$ cat src/rtl/acr_defines.svh
`ifndef ACR_DEFINES_SVH
`define ACR_DEFINES_SVH

// ****************************************************************
// Register addresses
// ****************************************************************
`define ACR_ADDR_AUX_CONFIG_TWO 8'hF7
`define ACR_ADDR_AUX_CONTROL_ONE 8'hF8

// ****************************************************************
// Field positions, aux_config_two
// ****************************************************************
`define ACR_WDT_POLICY_HI 7
`define ACR_WDT_POLICY_LO 6
`define ACR_LOW_POWER_BIT 5
`define ACR_REF_PIN_BIT 4
`define ACR_WIDE_DIV_BIT 3
`define ACR_NVM_TO_HI 2
`define ACR_NVM_TO_LO 1
`define ACR_WIDE_MULDIV_BIT 0

// ****************************************************************
// Field positions, aux_control_one
// ****************************************************************
`define ACR_WDT_CLEAR_BIT 7
`define ACR_TMR3_CLEAR_BIT 6
`define ACR_CONV_START_BIT 4
`define ACR_PG0_HOLD_BIT 3
`define ACR_PG1_HOLD_BIT 2
`define ACR_DATA_POINTER_SEL_BIT 0
`define ACR_AUX_CONTROL_ONE_WRITE_MASK 8'hDD

// ****************************************************************
// Reset values
// ****************************************************************
`define ACR_AUX_CONFIG_TWO_RESET 8'h06
`define ACR_AUX_CONTROL_ONE_RESET 8'h00

// ****************************************************************
// Timing, nvm write timeout in microseconds
// ****************************************************************
`define ACR_CLK_MHZ 125
`define ACR_NVM_TO1_US 800
`define ACR_NVM_TO2_US 3100
`define ACR_NVM_TO3_US 6200
`define ACR_NVM_TO1_CYC (`ACR_NVM_TO1_US * `ACR_CLK_MHZ)
`define ACR_NVM_TO2_CYC (`ACR_NVM_TO2_US * `ACR_CLK_MHZ)
`define ACR_NVM_TO3_CYC (`ACR_NVM_TO3_US * `ACR_CLK_MHZ)

`endif

$ cat src/rtl/acr_pkg.sv
`default_nettype none
package acr_pkg;

   typedef enum logic [3:0] {
      ACR_MODE_FAST = 4'h1,
      ACR_MODE_SLOW = 4'h2,
      ACR_MODE_IDLE = 4'h4,
      ACR_MODE_STOP = 4'h8
   } acr_run_mode_t;

   typedef enum logic [1:0] {
      ACR_NVM_IDLE = 2'h1,
      ACR_NVM_WAIT = 2'h2
   } acr_nvm_state_t;

endpackage
`default_nettype wire

$ cat src/rtl/acr_aux_control_registers.sv
`timescale 1ns/1ps
`default_nettype none
`include "acr_defines.svh"

module acr_aux_control_registers #(
   parameter int unsigned NVM_TO1_CYC = `ACR_NVM_TO1_CYC,
   parameter int unsigned NVM_TO2_CYC = `ACR_NVM_TO2_CYC,
   parameter int unsigned NVM_TO3_CYC = `ACR_NVM_TO3_CYC
) (
   // Clock and reset
   input wire logic clk_in,
   input wire logic sys_rst_in,
   // Special function register port
   input wire logic [7:0] sfr_addr_in,
   input wire logic [7:0] sfr_wdata_in,
   input wire logic sfr_wr_in,
   input wire logic sfr_rd_in,
   output logic [7:0] sfr_rdata_out,
   // Core status
   input wire logic [3:0] run_mode_in,
   input wire logic conversion_done_in,
   input wire logic nvm_write_busy_in,
   // Controls to the surrounding units
   output logic watchdog_reset_enable_out,
   output logic low_power_select_out,
   output logic reference_pin_output_out,
   output logic wide_divide_select_out,
   output logic wide_muldiv_select_out,
   output logic nvm_write_timeout_flag_out,
   output logic watchdog_clear_strobe_out,
   output logic timer_three_clear_strobe_out,
   output logic conversion_start_out,
   output logic pulse_gen_zero_hold_clear_out,
   output logic pulse_gen_one_hold_clear_out,
   output logic data_pointer_select_out
);

   // ****************************************************************
   // Register state
   // ****************************************************************
   logic [7:0] aux_config_two;
   logic watchdog_clear_strobe;
   logic timer_three_clear_strobe;
   logic conversion_start;
   logic pulse_gen_zero_hold_clear;
   logic pulse_gen_one_hold_clear;
   logic data_pointer_select;
   logic [7:0] aux_control_one;
   logic wr_aux_config_two;
   logic wr_aux_control_one;
   logic [1:0] nvm_write_timeout_select;
   logic [1:0] watchdog_reset_policy;
   acr_pkg::acr_nvm_state_t nvm_state;
   logic [19:0] nvm_count;
   logic [19:0] nvm_limit;
   acr_pkg::acr_nvm_state_t next_nvm_state;
   logic nvm_armed;
   logic nvm_expired;
   logic mode_counts_watchdog;
   logic [7:0] next_sfr_rdata;

   // Cycle counts per timeout setting; a zero limit means the watch is off.
   function automatic logic [19:0] nvm_limit_of(input logic [1:0] sel);
      case (sel)
         2'h1: nvm_limit_of = 20'(NVM_TO1_CYC);
         2'h2: nvm_limit_of = 20'(NVM_TO2_CYC);
         2'h3: nvm_limit_of = 20'(NVM_TO3_CYC);
         default: nvm_limit_of = 20'h00000;
      endcase
   endfunction

   // Address decode is shared by the write enables and the read mux.
   function automatic logic addr_hits(input logic [7:0] addr, input logic [7:0] target);
      addr_hits = (addr == target);
   endfunction

   assign wr_aux_config_two = sfr_wr_in && addr_hits(sfr_addr_in, `ACR_ADDR_AUX_CONFIG_TWO);
   assign wr_aux_control_one = sfr_wr_in && addr_hits(sfr_addr_in, `ACR_ADDR_AUX_CONTROL_ONE);
   assign nvm_write_timeout_select = aux_config_two[`ACR_NVM_TO_HI:`ACR_NVM_TO_LO];
   assign watchdog_reset_policy = aux_config_two[`ACR_WDT_POLICY_HI:`ACR_WDT_POLICY_LO];
   assign nvm_limit = nvm_limit_of(nvm_write_timeout_select);

   // Bits 5 and 1 are tied low so they read zero and drop writes.
   assign aux_control_one = {watchdog_clear_strobe, timer_three_clear_strobe, 1'b0,
                             conversion_start, pulse_gen_zero_hold_clear,
                             pulse_gen_one_hold_clear, 1'b0, data_pointer_select};

   // ****************************************************************
   // aux_config_two
   // ****************************************************************
   // Reset leaves the watchdog reset off and the nvm timeout at its longest.
   always_ff @(posedge clk_in or posedge sys_rst_in) begin
      if (sys_rst_in) begin
         aux_config_two <= `ACR_AUX_CONFIG_TWO_RESET;
      end else if (wr_aux_config_two) begin
         aux_config_two <= sfr_wdata_in;
      end
   end

   // ****************************************************************
   // aux_control_one strobes
   // ****************************************************************
   // A written 1 lives for exactly one cycle, then hardware drops it, so a
   // strobe is never left standing by a write that software does not repeat.
   always_ff @(posedge clk_in or posedge sys_rst_in) begin
      if (sys_rst_in) begin
         watchdog_clear_strobe <= 1'b0;
      end else begin
         watchdog_clear_strobe <= wr_aux_control_one && sfr_wdata_in[`ACR_WDT_CLEAR_BIT];
      end
   end

   always_ff @(posedge clk_in or posedge sys_rst_in) begin
      if (sys_rst_in) begin
         timer_three_clear_strobe <= 1'b0;
      end else begin
         timer_three_clear_strobe <= wr_aux_control_one && sfr_wdata_in[`ACR_TMR3_CLEAR_BIT];
      end
   end

   // ****************************************************************
   // Conversion start
   // ****************************************************************
   always_ff @(posedge clk_in or posedge sys_rst_in) begin
      if (sys_rst_in) begin
         conversion_start <= 1'b0;
      end else if (wr_aux_control_one) begin
         // A software write wins over a coincident end of conversion, so a
         // restart issued in that cycle is not lost.
         conversion_start <= sfr_wdata_in[`ACR_CONV_START_BIT];
      end else if (conversion_done_in) begin
         conversion_start <= 1'b0;
      end
   end

   // ****************************************************************
   // Hold clears and pointer select
   // ****************************************************************
   // Each hold stays until software rewrites it; hardware never releases it.
   always_ff @(posedge clk_in or posedge sys_rst_in) begin
      if (sys_rst_in) begin
         pulse_gen_zero_hold_clear <= 1'b0;
      end else if (wr_aux_control_one) begin
         pulse_gen_zero_hold_clear <= sfr_wdata_in[`ACR_PG0_HOLD_BIT];
      end
   end

   always_ff @(posedge clk_in or posedge sys_rst_in) begin
      if (sys_rst_in) begin
         pulse_gen_one_hold_clear <= 1'b0;
      end else if (wr_aux_control_one) begin
         pulse_gen_one_hold_clear <= sfr_wdata_in[`ACR_PG1_HOLD_BIT];
      end
   end

   // Only the select lives here; the pointers themselves sit in the core.
   always_ff @(posedge clk_in or posedge sys_rst_in) begin
      if (sys_rst_in) begin
         data_pointer_select <= 1'b0;
      end else if (wr_aux_control_one) begin
         data_pointer_select <= sfr_wdata_in[`ACR_DATA_POINTER_SEL_BIT];
      end
   end

   // ****************************************************************
   // Nvm write timeout
   // ****************************************************************
   // The watch is armed only while a write is busy and a timeout is chosen;
   // dropping either one abandons the watch and clears the flag at once.
   assign nvm_armed = nvm_write_busy_in && (nvm_write_timeout_select != 2'h0);
   assign nvm_expired = (nvm_count + 20'h00001) >= nvm_limit;

   always_comb begin
      next_nvm_state = nvm_state;
      case (nvm_state)
         acr_pkg::ACR_NVM_IDLE: begin
            if (nvm_armed) begin
               next_nvm_state = acr_pkg::ACR_NVM_WAIT;
            end
         end
         acr_pkg::ACR_NVM_WAIT: begin
            if (!nvm_armed) begin
               next_nvm_state = acr_pkg::ACR_NVM_IDLE;
            end
         end
         default: begin
            next_nvm_state = acr_pkg::ACR_NVM_IDLE;
         end
      endcase
   end

   always_ff @(posedge clk_in or posedge sys_rst_in) begin
      if (sys_rst_in) begin
         nvm_state <= acr_pkg::ACR_NVM_IDLE;
      end else begin
         nvm_state <= next_nvm_state;
      end
   end

   // The count stops one short of the limit, so it never wraps however long
   // the write stays busy.
   always_ff @(posedge clk_in or posedge sys_rst_in) begin
      if (sys_rst_in) begin
         nvm_count <= 20'h00000;
      end else if ((nvm_state != acr_pkg::ACR_NVM_WAIT) || !nvm_armed) begin
         nvm_count <= 20'h00000;
      end else if (!nvm_expired) begin
         nvm_count <= nvm_count + 20'h00001;
      end
   end

   // Flag stays up until the write finishes or the timeout is switched off.
   always_ff @(posedge clk_in or posedge sys_rst_in) begin
      if (sys_rst_in) begin
         nvm_write_timeout_flag_out <= 1'b0;
      end else if ((nvm_state != acr_pkg::ACR_NVM_WAIT) || !nvm_armed) begin
         nvm_write_timeout_flag_out <= 1'b0;
      end else if (nvm_expired) begin
         nvm_write_timeout_flag_out <= 1'b1;
      end
   end

   // ****************************************************************
   // Watchdog reset enable
   // ****************************************************************
   // Policy 10 lets the watchdog reset only while the core runs fast or slow.
   // A mode code that is not one-hot counts as neither fast nor slow.
   assign mode_counts_watchdog = (run_mode_in == acr_pkg::ACR_MODE_FAST) ||
                                 (run_mode_in == acr_pkg::ACR_MODE_SLOW);

   always_ff @(posedge clk_in or posedge sys_rst_in) begin
      if (sys_rst_in) begin
         watchdog_reset_enable_out <= 1'b0;
      end else begin
         watchdog_reset_enable_out <= watchdog_reset_policy[1] &&
            (watchdog_reset_policy[0] || mode_counts_watchdog);
      end
   end

   // ****************************************************************
   // Registered configuration copies
   // ****************************************************************
   always_ff @(posedge clk_in or posedge sys_rst_in) begin
      if (sys_rst_in) begin
         low_power_select_out <= 1'b0;
         reference_pin_output_out <= 1'b0;
         wide_divide_select_out <= 1'b0;
         wide_muldiv_select_out <= 1'b0;
      end else begin
         // Only meaningful in idle or stop; the power unit qualifies it.
         low_power_select_out <= aux_config_two[`ACR_LOW_POWER_BIT];
         reference_pin_output_out <= aux_config_two[`ACR_REF_PIN_BIT];
         wide_divide_select_out <= aux_config_two[`ACR_WIDE_DIV_BIT];
         wide_muldiv_select_out <= aux_config_two[`ACR_WIDE_MULDIV_BIT];
      end
   end

   assign watchdog_clear_strobe_out = watchdog_clear_strobe;
   assign timer_three_clear_strobe_out = timer_three_clear_strobe;
   assign conversion_start_out = conversion_start;
   assign pulse_gen_zero_hold_clear_out = pulse_gen_zero_hold_clear;
   assign pulse_gen_one_hold_clear_out = pulse_gen_one_hold_clear;
   assign data_pointer_select_out = data_pointer_select;

   // ****************************************************************
   // Read port
   // ****************************************************************
   always_comb begin
      next_sfr_rdata = sfr_rdata_out;
      if (sfr_rd_in) begin
         if (addr_hits(sfr_addr_in, `ACR_ADDR_AUX_CONFIG_TWO)) begin
            next_sfr_rdata = aux_config_two;
         end else if (addr_hits(sfr_addr_in, `ACR_ADDR_AUX_CONTROL_ONE)) begin
            next_sfr_rdata = aux_control_one;
         end else begin
            // Unmapped addresses read zero so stale data never leaks out.
            next_sfr_rdata = 8'h00;
         end
      end
   end

   always_ff @(posedge clk_in or posedge sys_rst_in) begin
      if (sys_rst_in) begin
         sfr_rdata_out <= 8'h00;
      end else begin
         sfr_rdata_out <= next_sfr_rdata;
      end
   end

endmodule // acr_aux_control_registers
`default_nettype wire

$ cat config.mk
export PLATFORM = sky130hd
export DESIGN_NAME = acr_aux_control_registers
export DESIGN_NICKNAME = d
export VERILOG_FILES = /design/src/rtl/acr_pkg.sv /design/src/rtl/acr_aux_control_registers.sv
export VERILOG_INCLUDE_DIRS = /design/src /design/src/rtl
export SDC_FILE = /design/constraint.sdc
export NUM_CORES = 1
export LEC_CHECK = 0
export BUFFER_PORTS_ARGS = -buffer_cell sky130_fd_sc_hd__buf_2
export CAP_MARGIN = 10
export CORE_ASPECT_RATIO = 0.8
export CORE_MARGIN = 2
export CORE_UTILIZATION = 48
export CTS_BUF_LIST = sky130_fd_sc_hd__clkbuf_4 sky130_fd_sc_hd__clkbuf_8
export CTS_CLUSTER_SIZE = 14
export DETAILED_ROUTE_END_ITERATION = 10
export HOLD_SLACK_MARGIN = 0.1
export PLACE_DENSITY = 0.8
export SLEW_MARGIN = 5
export SYNTH_ARGS = -nofsm -noshare
export SYNTH_HDL_FRONTEND = slang
export SYNTH_SLANG_ARGS = --single-unit
$ cat constraint.sdc
create_clock -name clk_in -period 3.4 [get_ports clk_in]
set_input_delay 0.17 -clock clk_in [delete_from_list [all_inputs] [get_ports clk_in]]
set_output_delay 0.17 -clock clk_in [all_outputs]
set_load 0.05 [all_outputs]
-- Yosys cells after proc, flatten, opt, wreduce, memory -nomap -nowiden
Cells that the tools add are included.
- register bits: 50
- latch bits: 0
- bits in writable memories: 0
- memory bits (read-only): 0
- output and inout bits: 20
- memories kept: 0
- add/subtract/negate cells: 1
- $mul: 0
- divide/modulo/power cells: 0
- $lt $le $gt $ge: 1
- equality and inequality tests: 13
- shift-type cells: 0
- muxes and demuxes: 12
- bitwise operators: 0
- reductions and logical operators: 14
- operators by type and width (kind ; number):
    case mux 20 bit (3 select lines) ; 1
    2-to-1 mux 20 bit ; 2
    adder 20 x 1 -> 20 bit, second input constant ; 1
    >= comparator 20 bit ; 1
    == test 8 bit, second input constant ; 2
    2-to-1 mux 8 bit ; 2
    == test 2 bit, second input constant ; 3
    logical AND 1 bit ; 6
    != test 2 bit, second input constant ; 3
    nonzero test 2 bit ; 3
    == test 2 x 1 -> 1 bit, second input constant ; 2
    == test 4 x 1 -> 1 bit, second input constant ; 1
    == test 4 x 2 -> 1 bit, second input constant ; 1
    2-to-1 mux 1 bit ; 4
    2-to-1 mux 2 bit ; 2
    case mux 2 bit (2 select lines) ; 1
    logical OR 1 bit ; 3
    != test 2 x 1 -> 1 bit, second input constant ; 1
    AND reduction 2 bit ; 1
    logical NOT 1 bit ; 1

-- Longest topological paths before layout
- word-level depth: 5
- depth in mapped cells: 15
- depth with buffers taken out: 13

-- Least setup slack after synthesis
Ideal clock, no wire load.
- kind: reg-to-reg
- from: register nvm_count[0]
- to: register nvm_count[5]
- library setup time: 136 ps
- arrival time: 3179 ps
- data required time: 3264 ps
- slack: 85 ps
- stages on the path, launching flop included: 16
- path buffers: 2
- clock period less this slack: 3315 ps
- cells stage by stage: dfrtp_1 ha_1 nand3_1 nor2_1 nand4_1 or2_1 xnor2_1 ha_1 a21oi_1 nand2_1 a21oi_1 nand3_1 clkbuf_1 buf_2 o41ai_1 a21oi_1
- word-level cells in the longest chain between the ends: 3
- elaborated cells on any way between the ends: 5
- RTL lines (what ; line ; text):
    start: declaration ; acr_aux_control_registers.sv:54 ; logic [19:0] nvm_count;
    start signal: assignment ; acr_aux_control_registers.sv:208 ; nvm_count <= nvm_count + 20'h00001;
    adder 20 x 1 -> 20 bit (*) ; acr_aux_control_registers.sv:171, acr_aux_control_registers.sv:208 ;
    >= comparator 20 bit / 2-to-1 mux 20 bit (equally long branches) ; acr_aux_control_registers.sv:171, acr_aux_control_registers.sv:207 ;
    != test 2 x 1 -> 1 bit (no line) / 2-to-1 mux 20 bit (equally long branches) ; n/a ;
Mark *: on every way between the ends. The rest lies on a longest branch, timed or not. The select of a mux whose other input is x is not followed.
A chain may end at the register's enable or synchronous reset.

-- Worst setup path after layout
- from: register nvm_count[1]
- to: register nvm_count[15]
Same word-level chain as after synthesis.

==> metrics <==
core footprint 5910 sq um; compound-gate portion of the synthesized area 0.147; drt pass-1 iters 4; number of cell rows 25; LEAKAGE 1.64 nW; clk_lat worst skew 310 ps; gr usage total 0.207; Bufs on Longest Clock Path 2; Final setup viols 0; die extent in y 74.2 um; Die Wd 91.7 um; worst-path fanout max 36; largest net degree at the start of global routing 51; # diodes 0; worst slew pin tran 1060 ps; total CTS buffers 5; critical path's most frequent cell a21oi_2; R2R depth 14; htree depth 2; final core utilization 0.607; share of cells above drive strength 1 0.320; sequential share of the synthesized area 0.425; gr ovfl total 0; Netlist cell types 40; # Max-Cap Violations 0; VDD IR max 0.000227 V; Int Pwr 898 uW; outcome finished clean; DRT iter0 DRCs 181; Post-DP HPWL 4930 um; Final #Nets 406; Routed WL per cell 16.6 um; routed wire length 7240 um; fin crit period 3310 ps; Switching Fraction 0.292; main combinational cell family by area after synthesis simple AND/OR/NAND/NOR gates; worst r2r src nvm_count[1]; clock sink count 50; Simple-Gate Fraction of Synth Area 0.183; reg-to-reg endpoint nvm_count[15]; Worst EP required 3640 ps; Crit-path slowest cell or4_1; initial antenna violation count 0; worst hold slack 106 ps; Critical Path Source Type flip-flop; Die Area 6800 sq um; number of synthesized register bits 50; Root Buffer Master clkbuf_8; Hold/Removal Path Class primary input to async pin; IO Pins 46; Slew Limit Fails 0; fmax 0.302 GHz; synth-to-layout area growth 21.4%; P_sw 371 uW; Post-Syn Nets 348; cell area after synthesis 2950 sq um; vias per inst 5.88; Fin. Hold Viols 0; number of port buffers 45; Clk pwr share 0.343; CP endpoint kind flip-flop; via count 2570; Final GP Congestion 0.871; XOR/XNOR Fraction of Synth Area 0.0593; vias in the first global route 2320; power density over the cells 354 nW/um^2; sequential power share 0.489; drt drc 0; Worst-path clk slew 100 ps; crit-path cells ha_2 -> nand3_1 -> nor2_2 -> nand4_1 -> or2_1 -> xnor2_1 -> ha_1 -> a21oi_2 -> nand2_1 -> a21oi_2 -> nand3_2 -> buf_12 -> or4_1 -> a21oi_2; CTS tree built; Synth Area in Adders 0.106; crit path DAT 3550 ps; Final period util 0.973; Rel. slew slack 0.292; Initial Utilization 0.499; share of power burned in combinational logic 0.168; Setup Skew 12.0 ps; max incr delay on CP 490 ps; Post-DRT Antenna Nets 0; Setup Crit Path Kind flip-flop to flip-flop; first-pass GRT wire length 11100 um; mux share of post-synthesis cell area 0.0419; syn_area_per_cell 9.94 sq um; Hold Buf Count CTS 0; Post-Syn Instances 297; Synth Warn # 0; reg-to-reg slack, setup 90 ps
cells by family after synthesis:
logic type                 after synthesis
AOI/OAI and AO/OA                       70
DFF                                     50
xor gates and xnor gates                20
adders and majority gates               25
buffers and inverters                   27
muxes                                   11
and+or+nand+nor                         94
through the flow:
stage               instance area [sq um]  instances  setup slack (ps)  TNS, ps  power [mW]
floorplan                            2950        297              84.7        0       0.769
finish                               3590        437              90.9        0        1.27
CTS                                  3440        429              29.1        0        1.26
detailed placement                   3330        421              65.4        0       0.839
global route                         3590        437             -42.9     -329        1.31
global placement                     3330        421               223        0       0.832
power by group through the flow:
stage                     logic (mW)  registers, mW  clock network (mW)
after floorplan                0.107          0.662                   0
after global placement         0.201          0.631                   0
after detailed placement       0.207          0.632                   0
after CTS                      0.209          0.621               0.435
after global routing           0.226          0.623               0.462
final                          0.213          0.621               0.435
layout make-up:
cell class	count	area, sq um
Clock inverter	3	43.8
Multi-Input combinational cell	220	1670
Sequential cell	50	1260
Fill cell	464	2330
Timing Repair Buffer	64	393
Inverter	14	52.6
Clock buffer	5	68.8
Tap cell	81	101
Yosys cell counts (all sizes together):
master	number	share of area
ha	25	0.11
nand4b	3	0.0089
and3	4	0.0085
a21bo	1	0.0034
clkbuf	9	0.012
a21oi	33	0.056
a311oi	1	0.0030
o31ai	15	0.038
o21bai	1	0.0025
nor2b	1	0.0021
or2	3	0.0064
dfrtp	47	0.40
xnor2	16	0.047
inv	14	0.018
nand2b	2	0.0042
xor2	4	0.012
a211o	1	0.0030
nor3	4	0.011
mux2	11	0.042
nor4	1	0.0042
or4	15	0.038
o21a	2	0.0051
nand3b	2	0.0051
a41o	1	0.0034
nand2	18	0.023
buf	4	0.0068
dfstp	3	0.027
a22oi	6	0.015
nand4	7	0.015
nand3	16	0.029
o41ai	2	0.0059
or3	3	0.0097
nor2	15	0.019
o21ai	7	0.012
critical path: cells and delay by family, from the launching register on:
family / cells / cell delay (ps)
and+or+nand+nor: 7 / 1380
adders and majority gates: 2 / 580
AOI/OAI and AO/OA: 3 / 510
DFF: 1 / 450
buffers and inverters: 1 / 180
xor gates and xnor gates: 1 / 140
state kept, by name (all words and copies together), names as in the netlist:
name / cells
reference_pin_output_out: 1
watchdog_reset_enable_out: 1
pulse_gen_zero_hold_clear_out: 1
conversion_start_out: 1
aux_config_two: 8
pulse_gen_one_hold_clear_out: 1
data_pointer_select_out: 1
timer_three_clear_strobe_out: 1
low_power_select_out: 1
nvm_write_timeout_flag_out: 1
wide_divide_select_out: 1
sfr_rdata_out: 8
nvm_state: 2
watchdog_clear_strobe_out: 1
nvm_count: 20
wide_muldiv_select_out: 1
what timing repair did:
action,CTS,global route
resized for setup,0,24
endpoints found under the setup margin,0,20
setup buffers,0,8
hold endpoints to repair,0,0
per-layer routing:
metal  vias up  track usage  wire length (um)
li1       1204            -                 -
met1      1280        0.274              3150
met2        74        0.359              3650
met3        12       0.0314               333
met4         0       0.0647               100
met5         -            0                 0
how the worst max path moves through the flow:
stage / from / endpoint / slack [ps] / cells past startpoint
final: nvm_count[1] / nvm_count[15] / 90 / 14
after global routing: nvm_count[1] / nvm_count[15] / -40 / 14
after CTS: nvm_count[0] / nvm_count[15] / 30 / 14
after detailed placement: nvm_count[0] / nvm_count[11] / 70 / 14
after global placement: nvm_count[11] / nvm_count[16] / 220 / 13
after floorplan: nvm_count[0] / nvm_count[5] / 80 / 15
layout by cell type (no fill, tap or decap), types with 2 or more instances in the layout:
cell type / netlist / routed
dfrtp_2: 0 / 5
or4_1: 15 / 15
nand2b_1: 2 / 2
xnor2_1: 16 / 15
dfstp_2: 3 / 3
o21ai_1: 1 / 2
nor2_1: 15 / 12
o21a_1: 2 / 2
a21oi_1: 33 / 28
clkbuf_8: 0 / 5
buf_4: 0 / 17
nand3_1: 15 / 12
o41ai_1: 2 / 2
o31ai_1: 15 / 15
a22oi_1: 6 / 6
nand4b_1: 3 / 3
o21ai_0: 6 / 5
nand2_1: 18 / 18
and3_1: 4 / 4
nand3_2: 1 / 3
dfrtp_1: 47 / 42
nor2_4: 0 / 2
nor3_1: 3 / 2
mux2_2: 11 / 11
buf_12: 0 / 2
nand4_1: 7 / 7
xor2_1: 4 / 4
a21oi_2: 0 / 5
inv_1: 14 / 13
ha_1: 25 / 24
nand3b_1: 2 / 2
buf_2: 4 / 45
or3_4: 2 / 2
Power figures use the tool's default switching activity.
